## src/logic/fpsc_pkg.sv

```systemverilog
// Purpose: Shared constants and types for the flash power-state control ends.
// Assumes: One 200 MHz system clock on both ends; link pins sampled synchronously.
// Notes: Times are kept in their own unit; cycle counts are derived from them.
package fpsc_pkg;

    ////////////////////////////////////////////////////////////////////////////////
    localparam int CLK_PERIOD_PS = 5000;
    localparam int WAKE_DELAY_NS = 30000;
    localparam int PUW_DELAY_NS = 1000000;
    localparam int VSL_DELAY_NS = 10000;
    localparam int DESELECT_NS = 100;
    // Waits that the host must honour round up; all of these divide evenly here.
    localparam int WAKE_DELAY_CYC = (WAKE_DELAY_NS * 1000 + CLK_PERIOD_PS - 1) / CLK_PERIOD_PS;
    localparam int PUW_DELAY_CYC = (PUW_DELAY_NS * 1000 + CLK_PERIOD_PS - 1) / CLK_PERIOD_PS;
    localparam int VSL_DELAY_CYC = (VSL_DELAY_NS * 1000 + CLK_PERIOD_PS - 1) / CLK_PERIOD_PS;
    localparam int DESELECT_CYC = (DESELECT_NS * 1000 + CLK_PERIOD_PS - 1) / CLK_PERIOD_PS;
    localparam int SCLK_HALF_CYC = 2;

    ////////////////////////////////////////////////////////////////////////////////
    localparam logic [7:0] CMD_WAKE_AND_SIGNATURE = 8'hab;
    localparam logic [7:0] CMD_DEEP_SLEEP = 8'hb9;
    localparam logic [7:0] CMD_WRITE_UNLOCK = 8'h06;
    localparam logic [7:0] CMD_PAGE_WRITE = 8'h02;
    localparam logic [7:0] CMD_SMALL_BLOCK_CLEAR = 8'h20;
    localparam logic [7:0] CMD_BIG_BLOCK_CLEAR = 8'hd8;
    localparam logic [7:0] CMD_WHOLE_CLEAR = 8'hc7;
    localparam logic [7:0] CMD_STATUS_WRITE = 8'h01;
    localparam logic [7:0] CMD_STATUS_READ = 8'h05;
    localparam logic [7:0] CMD_ARRAY_READ = 8'h03;

    ////////////////////////////////////////////////////////////////////////////////
    localparam logic [7:0] ERASED_BYTE = 8'hff;
    localparam logic [7:0] STATUS_RESET = 8'h00;
    localparam logic [5:0] BIT_OPCODE_LAST = 6'h07;
    localparam logic [5:0] BIT_OPCODE_DONE = 6'h08;
    localparam logic [5:0] BIT_STATUS_DATA = 6'h08;
    localparam logic [5:0] BIT_SIG_DATA = 6'h20;
    localparam logic [5:0] BIT_NO_DATA = 6'h3f;

    typedef enum logic [3:0] {
        PS_OFF = 4'h1,
        PS_STANDBY = 4'h2,
        PS_DEEP = 4'h4,
        PS_WAKING = 4'h8
    } fpsc_pwr_t;

    typedef enum logic [4:0] {
        HS_WAIT = 5'h01,
        HS_IDLE = 5'h02,
        HS_LOW = 5'h04,
        HS_HIGH = 5'h08,
        HS_GUARD = 5'h10
    } fpsc_host_t;

    function automatic logic fpsc_is_write(input logic [7:0] op);
        return op == CMD_WRITE_UNLOCK || op == CMD_PAGE_WRITE || op == CMD_SMALL_BLOCK_CLEAR
            || op == CMD_BIG_BLOCK_CLEAR || op == CMD_WHOLE_CLEAR || op == CMD_STATUS_WRITE;
    endfunction : fpsc_is_write

endpackage : fpsc_pkg

```

## src/logic/fpsc_link_if.sv

```systemverilog
// Purpose: Chip-select framed serial link between host and flash device.
// Assumes: Only the device drives the data-out wire; nothing resolves it from miso_oe.
// Notes: No clocking block; both ends run on the system clock.
`timescale 1ns/1ps
interface fpsc_link_if;
    logic cs_n;
    logic sclk;
    logic mosi;
    logic miso;
    logic miso_oe;

    modport dev (input cs_n, input sclk, input mosi, output miso, output miso_oe);
    modport host (output cs_n, output sclk, output mosi, input miso, input miso_oe);
endinterface : fpsc_link_if

```

## src/logic/fpsc_device.sv

```systemverilog
// Summary of operation
// - Early release after wake byte still reaches standby.
// - Wake from standby: standby immediately on release.
// - Wake from deep sleep: standby after wake delay.
// - Host keeps deselected for wake delay after wake.
// - Host keeps deselected until supply plus select delay.
// - Below inhibit threshold: logic held reset, silent.
// - Write-class commands ignored until write delay elapses.
// - Host sends no writes before both power-up delays.
// - Reads served after select delay, even before write delay.
// - Power-up lands in standby, never deep sleep.
// - Power-up clears the write latch.
// - Falling below inhibit threshold disables all operations.
// - Erased array reads all ones, FFh per byte.
// - Status register reads 00h as delivered.
// - Deep sleep ignores everything except wake command.
// - Wake byte, three dummy bytes, then signature on falls.
// - Deep sleep only on release after exactly eight bits.
//
// Purpose: Device end: power state, power-up write window and wake signature.
// Assumes: Link pins are synchronous to sys_clk_i; sclk is low when idle.
// Notes: Array and status contents are the delivered values; no program datapath.
`timescale 1ns/1ps
module fpsc_device
    import fpsc_pkg::*;
#(
    parameter int WAKE_CYC = WAKE_DELAY_CYC,
    parameter int PUW_CYC = PUW_DELAY_CYC,
    parameter int VSL_CYC = VSL_DELAY_CYC,
    parameter logic [7:0] SIGNATURE = 8'h5a
) (
    input wire logic sys_clk_i,
    input wire logic rst_n_i,
    input wire logic supply_inhibit_ok_i,
    input wire logic supply_min_ok_i,
    fpsc_link_if.dev link,
    output logic standby_o,
    output logic deep_sleep_o,
    output logic write_latch_o,
    output logic write_ready_o,
    output logic write_cmd_o,
    output logic [7:0] write_cmd_code_o
);

    ////////////////////////////////////////////////////////////////////////////////
    // The signature value above is arbitrary.
    localparam int WW = $clog2(WAKE_CYC + 1);
    localparam int PW = $clog2(PUW_CYC + 1);
    localparam int SW = $clog2(VSL_CYC + 1);
    localparam logic [WW-1:0] WAKE_LAST = WW'(WAKE_CYC - 1);
    localparam logic [PW-1:0] PUW_LAST = PW'(PUW_CYC);
    localparam logic [SW-1:0] VSL_LAST = SW'(VSL_CYC);

    typedef struct packed {
        fpsc_pwr_t state;
        logic sclk_q;
        logic cs_q;
        logic [5:0] bit_cnt;
        logic [7:0] shreg;
        logic [7:0] opcode;
        logic opcode_valid;
        logic miso;
        logic miso_oe;
        logic write_latch;
        logic [7:0] status;
        logic write_pulse;
        logic [7:0] write_code;
        logic [WW-1:0] wake_cnt;
        logic [PW-1:0] puw_cnt;
        logic [SW-1:0] sel_cnt;
    } fpsc_dev_t;

    localparam fpsc_dev_t DEV_RESET = '{
        state: PS_OFF,
        sclk_q: 1'b0,
        cs_q: 1'b1,
        bit_cnt: '0,
        shreg: '0,
        opcode: '0,
        opcode_valid: 1'b0,
        miso: 1'b0,
        miso_oe: 1'b0,
        write_latch: 1'b0,
        status: STATUS_RESET,
        write_pulse: 1'b0,
        write_code: '0,
        wake_cnt: '0,
        puw_cnt: '0,
        sel_cnt: '0
    };

    fpsc_dev_t s;
    fpsc_dev_t next_s;
    logic sclk_rise;
    logic sclk_fall;
    logic cs_rise;
    logic puw_done;
    logic sel_done;
    logic [5:0] data_start;
    logic [7:0] data_byte;

    ////////////////////////////////////////////////////////////////////////////////
    assign sclk_rise = link.sclk & ~s.sclk_q;
    assign sclk_fall = ~link.sclk & s.sclk_q;
    assign cs_rise = link.cs_n & ~s.cs_q;
    assign puw_done = s.puw_cnt == PUW_LAST;
    assign sel_done = s.sel_cnt == VSL_LAST;

    // Where the data phase of the current command starts, and what it returns.
    always_comb begin
        data_start = BIT_NO_DATA;
        data_byte = ERASED_BYTE;
        if (s.opcode == CMD_WAKE_AND_SIGNATURE) begin
            data_start = BIT_SIG_DATA;
            data_byte = SIGNATURE;
        end else if (s.state == PS_DEEP) begin
            data_start = BIT_NO_DATA;
        end else if (s.opcode == CMD_STATUS_READ) begin
            data_start = BIT_STATUS_DATA;
            data_byte = {s.status[7:2], s.write_latch, 1'b0};
        end else if (s.opcode == CMD_ARRAY_READ) begin
            data_start = BIT_SIG_DATA;
            data_byte = ERASED_BYTE;
        end
    end

    ////////////////////////////////////////////////////////////////////////////////
    always_comb begin
        next_s = s;
        next_s.sclk_q = link.sclk;
        next_s.cs_q = link.cs_n;
        next_s.write_pulse = 1'b0;
        if (!puw_done) begin
            next_s.puw_cnt = s.puw_cnt + 1'b1;
        end
        if (!supply_min_ok_i) begin
            next_s.sel_cnt = '0;
        end else if (!sel_done) begin
            next_s.sel_cnt = s.sel_cnt + 1'b1;
        end
        case (s.state)
            PS_OFF: begin
                next_s.state = PS_STANDBY;
            end
            PS_WAKING: begin
                next_s.miso_oe = 1'b0;
                if (s.wake_cnt == WAKE_LAST) begin
                    next_s.state = PS_STANDBY;
                end else begin
                    next_s.wake_cnt = s.wake_cnt + 1'b1;
                end
            end
            PS_STANDBY, PS_DEEP: begin
                if (link.cs_n || !sel_done) begin
                    next_s.bit_cnt = '0;
                    next_s.opcode_valid = 1'b0;
                    next_s.miso_oe = 1'b0;
                    if (cs_rise && s.opcode_valid) begin
                        if (s.opcode == CMD_WAKE_AND_SIGNATURE) begin
                            if (s.state == PS_DEEP) begin
                                next_s.state = PS_WAKING;
                                next_s.wake_cnt = '0;
                            end else begin
                                next_s.state = PS_STANDBY;
                            end
                        end else if (s.state == PS_STANDBY) begin
                            if (s.opcode == CMD_DEEP_SLEEP) begin
                                if (s.bit_cnt == BIT_OPCODE_DONE) begin
                                    next_s.state = PS_DEEP;
                                end
                            end else if (s.opcode == CMD_WRITE_UNLOCK) begin
                                if (puw_done && s.bit_cnt == BIT_OPCODE_DONE) begin
                                    next_s.write_latch = 1'b1;
                                end
                            end else if (fpsc_is_write(s.opcode)) begin
                                if (puw_done && s.write_latch) begin
                                    next_s.write_pulse = 1'b1;
                                    next_s.write_code = s.opcode;
                                    next_s.write_latch = 1'b0;
                                end
                            end
                        end
                    end
                end else begin
                    if (sclk_rise) begin
                        next_s.shreg = {s.shreg[6:0], link.mosi};
                        if (s.bit_cnt == BIT_OPCODE_LAST) begin
                            next_s.opcode = {s.shreg[6:0], link.mosi};
                            next_s.opcode_valid = 1'b1;
                        end
                        // Data bytes repeat for as long as the clock keeps running.
                        if (s.opcode_valid && data_start != BIT_NO_DATA
                                && s.bit_cnt == data_start + 6'h07) begin
                            next_s.bit_cnt = data_start;
                        end else if (s.bit_cnt != BIT_NO_DATA) begin
                            next_s.bit_cnt = s.bit_cnt + 1'b1;
                        end
                    end
                    if (sclk_fall && s.opcode_valid && data_start != BIT_NO_DATA
                            && s.bit_cnt >= data_start) begin
                        next_s.miso = data_byte[~s.bit_cnt[2:0]];
                        next_s.miso_oe = 1'b1;
                    end
                end
            end
            default: begin
                next_s.state = PS_STANDBY;
            end
        endcase
    end

    ////////////////////////////////////////////////////////////////////////////////
    // Supply below the inhibit threshold acts as reset, so the link stays silent.
    always_ff @(posedge sys_clk_i) begin
        if (!rst_n_i || !supply_inhibit_ok_i) begin
            s <= DEV_RESET;
        end else begin
            s <= next_s;
        end
    end

    assign link.miso = s.miso;
    assign link.miso_oe = s.miso_oe;
    assign standby_o = s.state == PS_STANDBY;
    assign deep_sleep_o = s.state == PS_DEEP;
    assign write_latch_o = s.write_latch;
    assign write_ready_o = puw_done;
    assign write_cmd_o = s.write_pulse;
    assign write_cmd_code_o = s.write_code;

endmodule : fpsc_device

```

## src/flat_wrapper.sv

```systemverilog
// flat-port wrapper written by rule: the top's interface ports become plain ports
module fpsc_device_flat import fpsc_pkg::*;
#(
    parameter int WAKE_CYC = WAKE_DELAY_CYC,
    parameter int PUW_CYC = PUW_DELAY_CYC,
    parameter int VSL_CYC = VSL_DELAY_CYC,
    parameter logic [7:0] SIGNATURE = 8'h5a
)
  (sys_clk_i, rst_n_i, supply_inhibit_ok_i, supply_min_ok_i, standby_o, deep_sleep_o, write_latch_o, write_ready_o, write_cmd_o, write_cmd_code_o, link_cs_n, link_sclk, link_mosi, link_miso, link_miso_oe);
  fpsc_link_if link_i ();
  input wire logic sys_clk_i;
  input wire logic rst_n_i;
  input wire logic supply_inhibit_ok_i;
  input wire logic supply_min_ok_i;
  output logic standby_o;
  output logic deep_sleep_o;
  output logic write_latch_o;
  output logic write_ready_o;
  output logic write_cmd_o;
  output logic [7:0] write_cmd_code_o;
  input wire logic [$bits(link_i.cs_n)-1:0] link_cs_n;
  input wire logic [$bits(link_i.sclk)-1:0] link_sclk;
  input wire logic [$bits(link_i.mosi)-1:0] link_mosi;
  output wire logic [$bits(link_i.miso)-1:0] link_miso;
  output wire logic [$bits(link_i.miso_oe)-1:0] link_miso_oe;
  assign link_i.cs_n = link_cs_n;
  assign link_i.sclk = link_sclk;
  assign link_i.mosi = link_mosi;
  assign link_miso = link_i.miso;
  assign link_miso_oe = link_i.miso_oe;
  fpsc_device #(.WAKE_CYC(WAKE_CYC), .PUW_CYC(PUW_CYC), .VSL_CYC(VSL_CYC), .SIGNATURE(SIGNATURE)) u_core (.sys_clk_i(sys_clk_i), .rst_n_i(rst_n_i), .supply_inhibit_ok_i(supply_inhibit_ok_i), .supply_min_ok_i(supply_min_ok_i), .link(link_i), .standby_o(standby_o), .deep_sleep_o(deep_sleep_o), .write_latch_o(write_latch_o), .write_ready_o(write_ready_o), .write_cmd_o(write_cmd_o), .write_cmd_code_o(write_cmd_code_o));
endmodule
```

## config.mk

```make
export PLATFORM = sky130hd
export DESIGN_NAME = fpsc_device_flat
export DESIGN_NICKNAME = d
export VERILOG_FILES = /design/src/logic/fpsc_pkg.sv /design/src/logic/fpsc_link_if.sv /design/src/logic/fpsc_device.sv /design/src/flat_wrapper.sv
export SDC_FILE = /design/constraint.sdc
export NUM_CORES = 1
export LEC_CHECK = 0
export ABC_CLOCK_PERIOD_IN_PS = 3930
export BUFFER_PORTS_ARGS = -buffer_cell sky130_fd_sc_hd__buf_2
export CORE_MARGIN = 3
export CORE_UTILIZATION = 61
export CTS_BUF_LIST = sky130_fd_sc_hd__clkbuf_4 sky130_fd_sc_hd__clkbuf_8 sky130_fd_sc_hd__clkbuf_16
export DETAILED_ROUTE_END_ITERATION = 6
export PLACE_DENSITY = 0.77
export SYNTH_ARGS = -nofsm -noshare
export SYNTH_HDL_FRONTEND = slang
export SYNTH_SLANG_ARGS = --single-unit
```

## constraint.sdc

```tcl
create_clock -name sys_clk_i -period 3.93 [get_ports sys_clk_i]
set_input_delay 0.393 -clock sys_clk_i [delete_from_list [all_inputs] [get_ports sys_clk_i]]
set_output_delay 0.393 -clock sys_clk_i [all_outputs]
set_load 0.005 [all_outputs]
```

==> impl_metrics.py <==
metrics = {
    "run_status": {
        "status": "finished clean",
    },
    "clock_tree": {
        "postCtsSetupBuffers": 0,
        "post_cts_resize_count": 0,
        "cts_max_level": 3,
        "cts.hold.buffers_added": 0,
        "cts_buffers": 9,
        "clock_sinks": 82,
        "cts-root-buf": "clkbuf_8",
        "clkTransAtPathRegs_ps": 80,
        "clock_path_buffers": 2,
        "clk_latency_ps": 360,
        "cts_tree": "yes",
    },
    "yosys": {
        "synth_xor_area_share_pct": 7.19,
        "synth_compound_area_share_pct": 9.53,
        "avgSynthCellArea_um2": 8.77,
        "synth_edf_count": 0,
        "syn_inst": 500,
        "yosys.area_share.simple_pct": 28.6,
        "syn_nets": 522,
        "synth_adder_area_share_pct": 4.28,
        "ys_ff_latch": 82,
        "synthArstFlopShare_pct": 0,
        "yosysWarnings": 0,
        "synthesis.area_um2": 4380,
        "synth.distinct_cells": 68,
        "yosysSeqAreaShare_pct": 37.5,
        "synth_top_family_by_area": "simple AND/OR/NAND/NOR gates",
        "yosys-mux-area-fraction_pct": 6.19,
        "synth_top_cell_by_area": "dfxtp_1",
        "ys_top_cells_by_area": "dfxtp_1, nor2_1, mux2i_1",
        "synth_top_cell_area_share_pct": 37.5,
        "synth-main-ff-cell": "dfxtp_1",
    },
    "critical_path": {
        "path_buf_inv": 2,
        "r2r_start": "u_core.s[68]",
        "cp.required_ps": 4180,
        "r2r-end": "u_core.s[81]",
        "crit_type": "flip-flop to flip-flop",
        "critPathArrivalTime_ps": 3870,
        "end_kind": "flip-flop",
        "slowest_delay_ps": 460,
        "cp-endpoint": "u_core.s[81]",
        "cp_slowest_cell": "dfxtp_1",
        "r2r_cells": 14,
        "crit_start": "u_core.s[68]",
        "r2r_setup_slack_ps": 310,
        "crit_path_start_kind": "flip-flop",
        "crit_chain": "or2b_1 -> or3_1 -> a21oi_1 -> inv_1 -> nand2_1 -> inv_1 -> ha_1 -> xnor2_1 -> nor4b_1 -> mux2_2 -> nor2_1 -> nor3b_2 -> a211oi_1 -> a211o_1",
        "worst_path_most_repeated_cell": "inv_1",
        "cp_max_fo": 8,
        "critical_path.top_delay_family": "simple AND/OR/NAND/NOR gates",
        "worst-path-stages": 14,
    },
    "timing": {
        "rsz0062_at_grt": "no",
        "max_freq_mhz": 276,
        "max_slew_margin_pct": 49.0,
        "setup_ws_ps": 308,
        "worst_slew_pin_slew_ps": 761,
        "final-hold-violation-count": 0,
        "fin_crit_sh_pct": 92.2,
        "slew_violations": 0,
        "skew_ps": 9.50,
        "setup-violations-final": 0,
        "tns_ps": 0,
        "min_period_ps": 3620,
    },
    "hold_path": {
        "hp-class": "primary input to flip-flop",
    },
    "power_and_ir_drop": {
        "vdd_drop_max_mv": 0.267,
        "p_per_area_nw_per_um2": 319,
        "cellLeakagePower_nw": 1.61,
    },
    "detailed_routing": {
        "num_vias": 3513,
        "routedWlPerCell_um": 14.5,
        "vias_per_cell": 5.76,
        "first_pass_iters": 4,
        "drc": 0,
        "antenna_left": 0,
        "drt_wl_total_um": 8860,
        "drt_iter0_drc": 160,
    },
    "cells_and_area": {
        "drive_gt1_share_pct": 12.1,
        "register_area_um2": 1640,
        "layout.nets": 532,
        "area_growth_pct": 5.22,
        "final_common_cell": "dfxtp_1",
        "final_cell_mix": "dfxtp_1, nor2_1, nand2_1",
        "nFillCells": 600,
        "final_cells": 610,
        "multi_input_area_um2": 2450,
        "diodes": 0,
    },
    "grt": {
        "grt_pass1_vias": 3271,
        "antenna_found_initial": 0,
        "groute.usage.overall_pct": 22.3,
        "grt_pass1_wl_um": 15100,
        "grt_max_degree": 51,
        "gr-total-overflow": 0,
    },
    "die": {
        "rows": 30,
        "coreArea_um2": 6870,
        "start_util_pct": 63.8,
        "die_area_um2": 8240,
        "die_w_um": 90.8,
        "die_h_um": 90.8,
        "ios": 22,
    },
    "place": {
        "io_buffers": 21,
        "place_hpwl_um": 6380,
        "preCtsSetupSlack_ps": 337,
        "dp.cells": 595,
        "gp_congestion": 0.883,
    },
    "job": {
        "max_cap_violations": 0,
    },
}
## cell usage after synthesis, drive strengths merged, types with 2 or more instances
library cell / count
nor2b: 5
o21ai: 10
a22o: 2
nand2: 32
clkinv: 2
and4b: 2
nand3b: 3
nor2: 80
a211o: 3
or3: 8
buf: 13
nor4: 17
and2: 4
xnor2: 18
mux2i: 26
a211oi: 3
nand2b: 7
or4: 4
inv: 19
a21o: 4
o311ai: 2
or2: 2
nor3: 14
clkbuf: 11
a21oi: 23
dfxtp: 82
xor2: 18
o21a: 2
and4: 2
a32oi: 2
nand4: 11
a2111oi: 2
o31ai: 4
nor3b: 3
nand3: 25
and3: 7
ha: 15
nand4b: 2
## where the power goes
part           switching, W  internal [W]
sequential       0.00000443      0.000834
clock              0.000302      0.000292
combinational     0.0000251     0.0000117
## logic make-up (layout without fill, tap and decap cells)
kind of cell | Yosys count | in the layout
mux | 27 | 27
fa+ha+maj | 15 | 15
xor+xnor | 36 | 36
simple gates | 232 | 232
buf+inv | 46 | 60
compound gates | 62 | 62
flops | 82 | 82
## layout make-up
type	instances	area share [%]
Inverter	21	1.82
Clock inverter	6	1.47
Clock buffer	9	2.69
Tap cell	96	2.60
Multi-Input combinational cell	372	53.1
Timing Repair Buffer	24	2.77
Sequential cell	82	35.6
## per-stage QoR
stage / instance area (µm²) / utilization (%) / hold slack [ps] / total power, W
floorplan: 4380 / - / 440 / 0.000882
global placement: 4420 / 64.4 / 449 / 0.000893
detailed placement: 4420 / 64.4 / 453 / 0.000894
CTS: 4610 / 67.1 / 257 / 0.00149
global route: 4610 / 67.1 / 265 / 0.00153
finish: 4610 / 67.1 / 264 / 0.00147
## layer usage
metal	up-vias	wire length, µm	global-route usage [%]	part of all wire [%]
li1	1771	-	-	-
met1	1644	4130	28.1	47
met2	78	4180	36.9	47
met3	20	369	5.75	4.2
met4	0	184	7.53	2.1
met5	-	0	0	0
## worst min-delay path by stage
stage / start / end / slack, ps / cells past startpoint
floorplan: u_core.link.miso / u_core.link.miso / 440 / 2
global placement: u_core.link.miso / u_core.link.miso / 450 / 2
detailed placement: u_core.link.miso / u_core.link.miso / 450 / 2
CTS: link_cs_n / u_core.s[85] / 260 / 2
global route: link_cs_n / u_core.s[85] / 260 / 2
finish: link_cs_n / u_core.s[85] / 260 / 2
## flip-flops by register name, indices dropped and copies added (netlist names)
register and flops:
u_core.link.miso 1, u_core.link.miso_oe 1, u_core.write_latch_o 1, u_core.s 70
u_core.write_cmd_code_o 8, u_core.write_cmd_o 1
No activity file was read; power rests on OpenSTA's default activity.
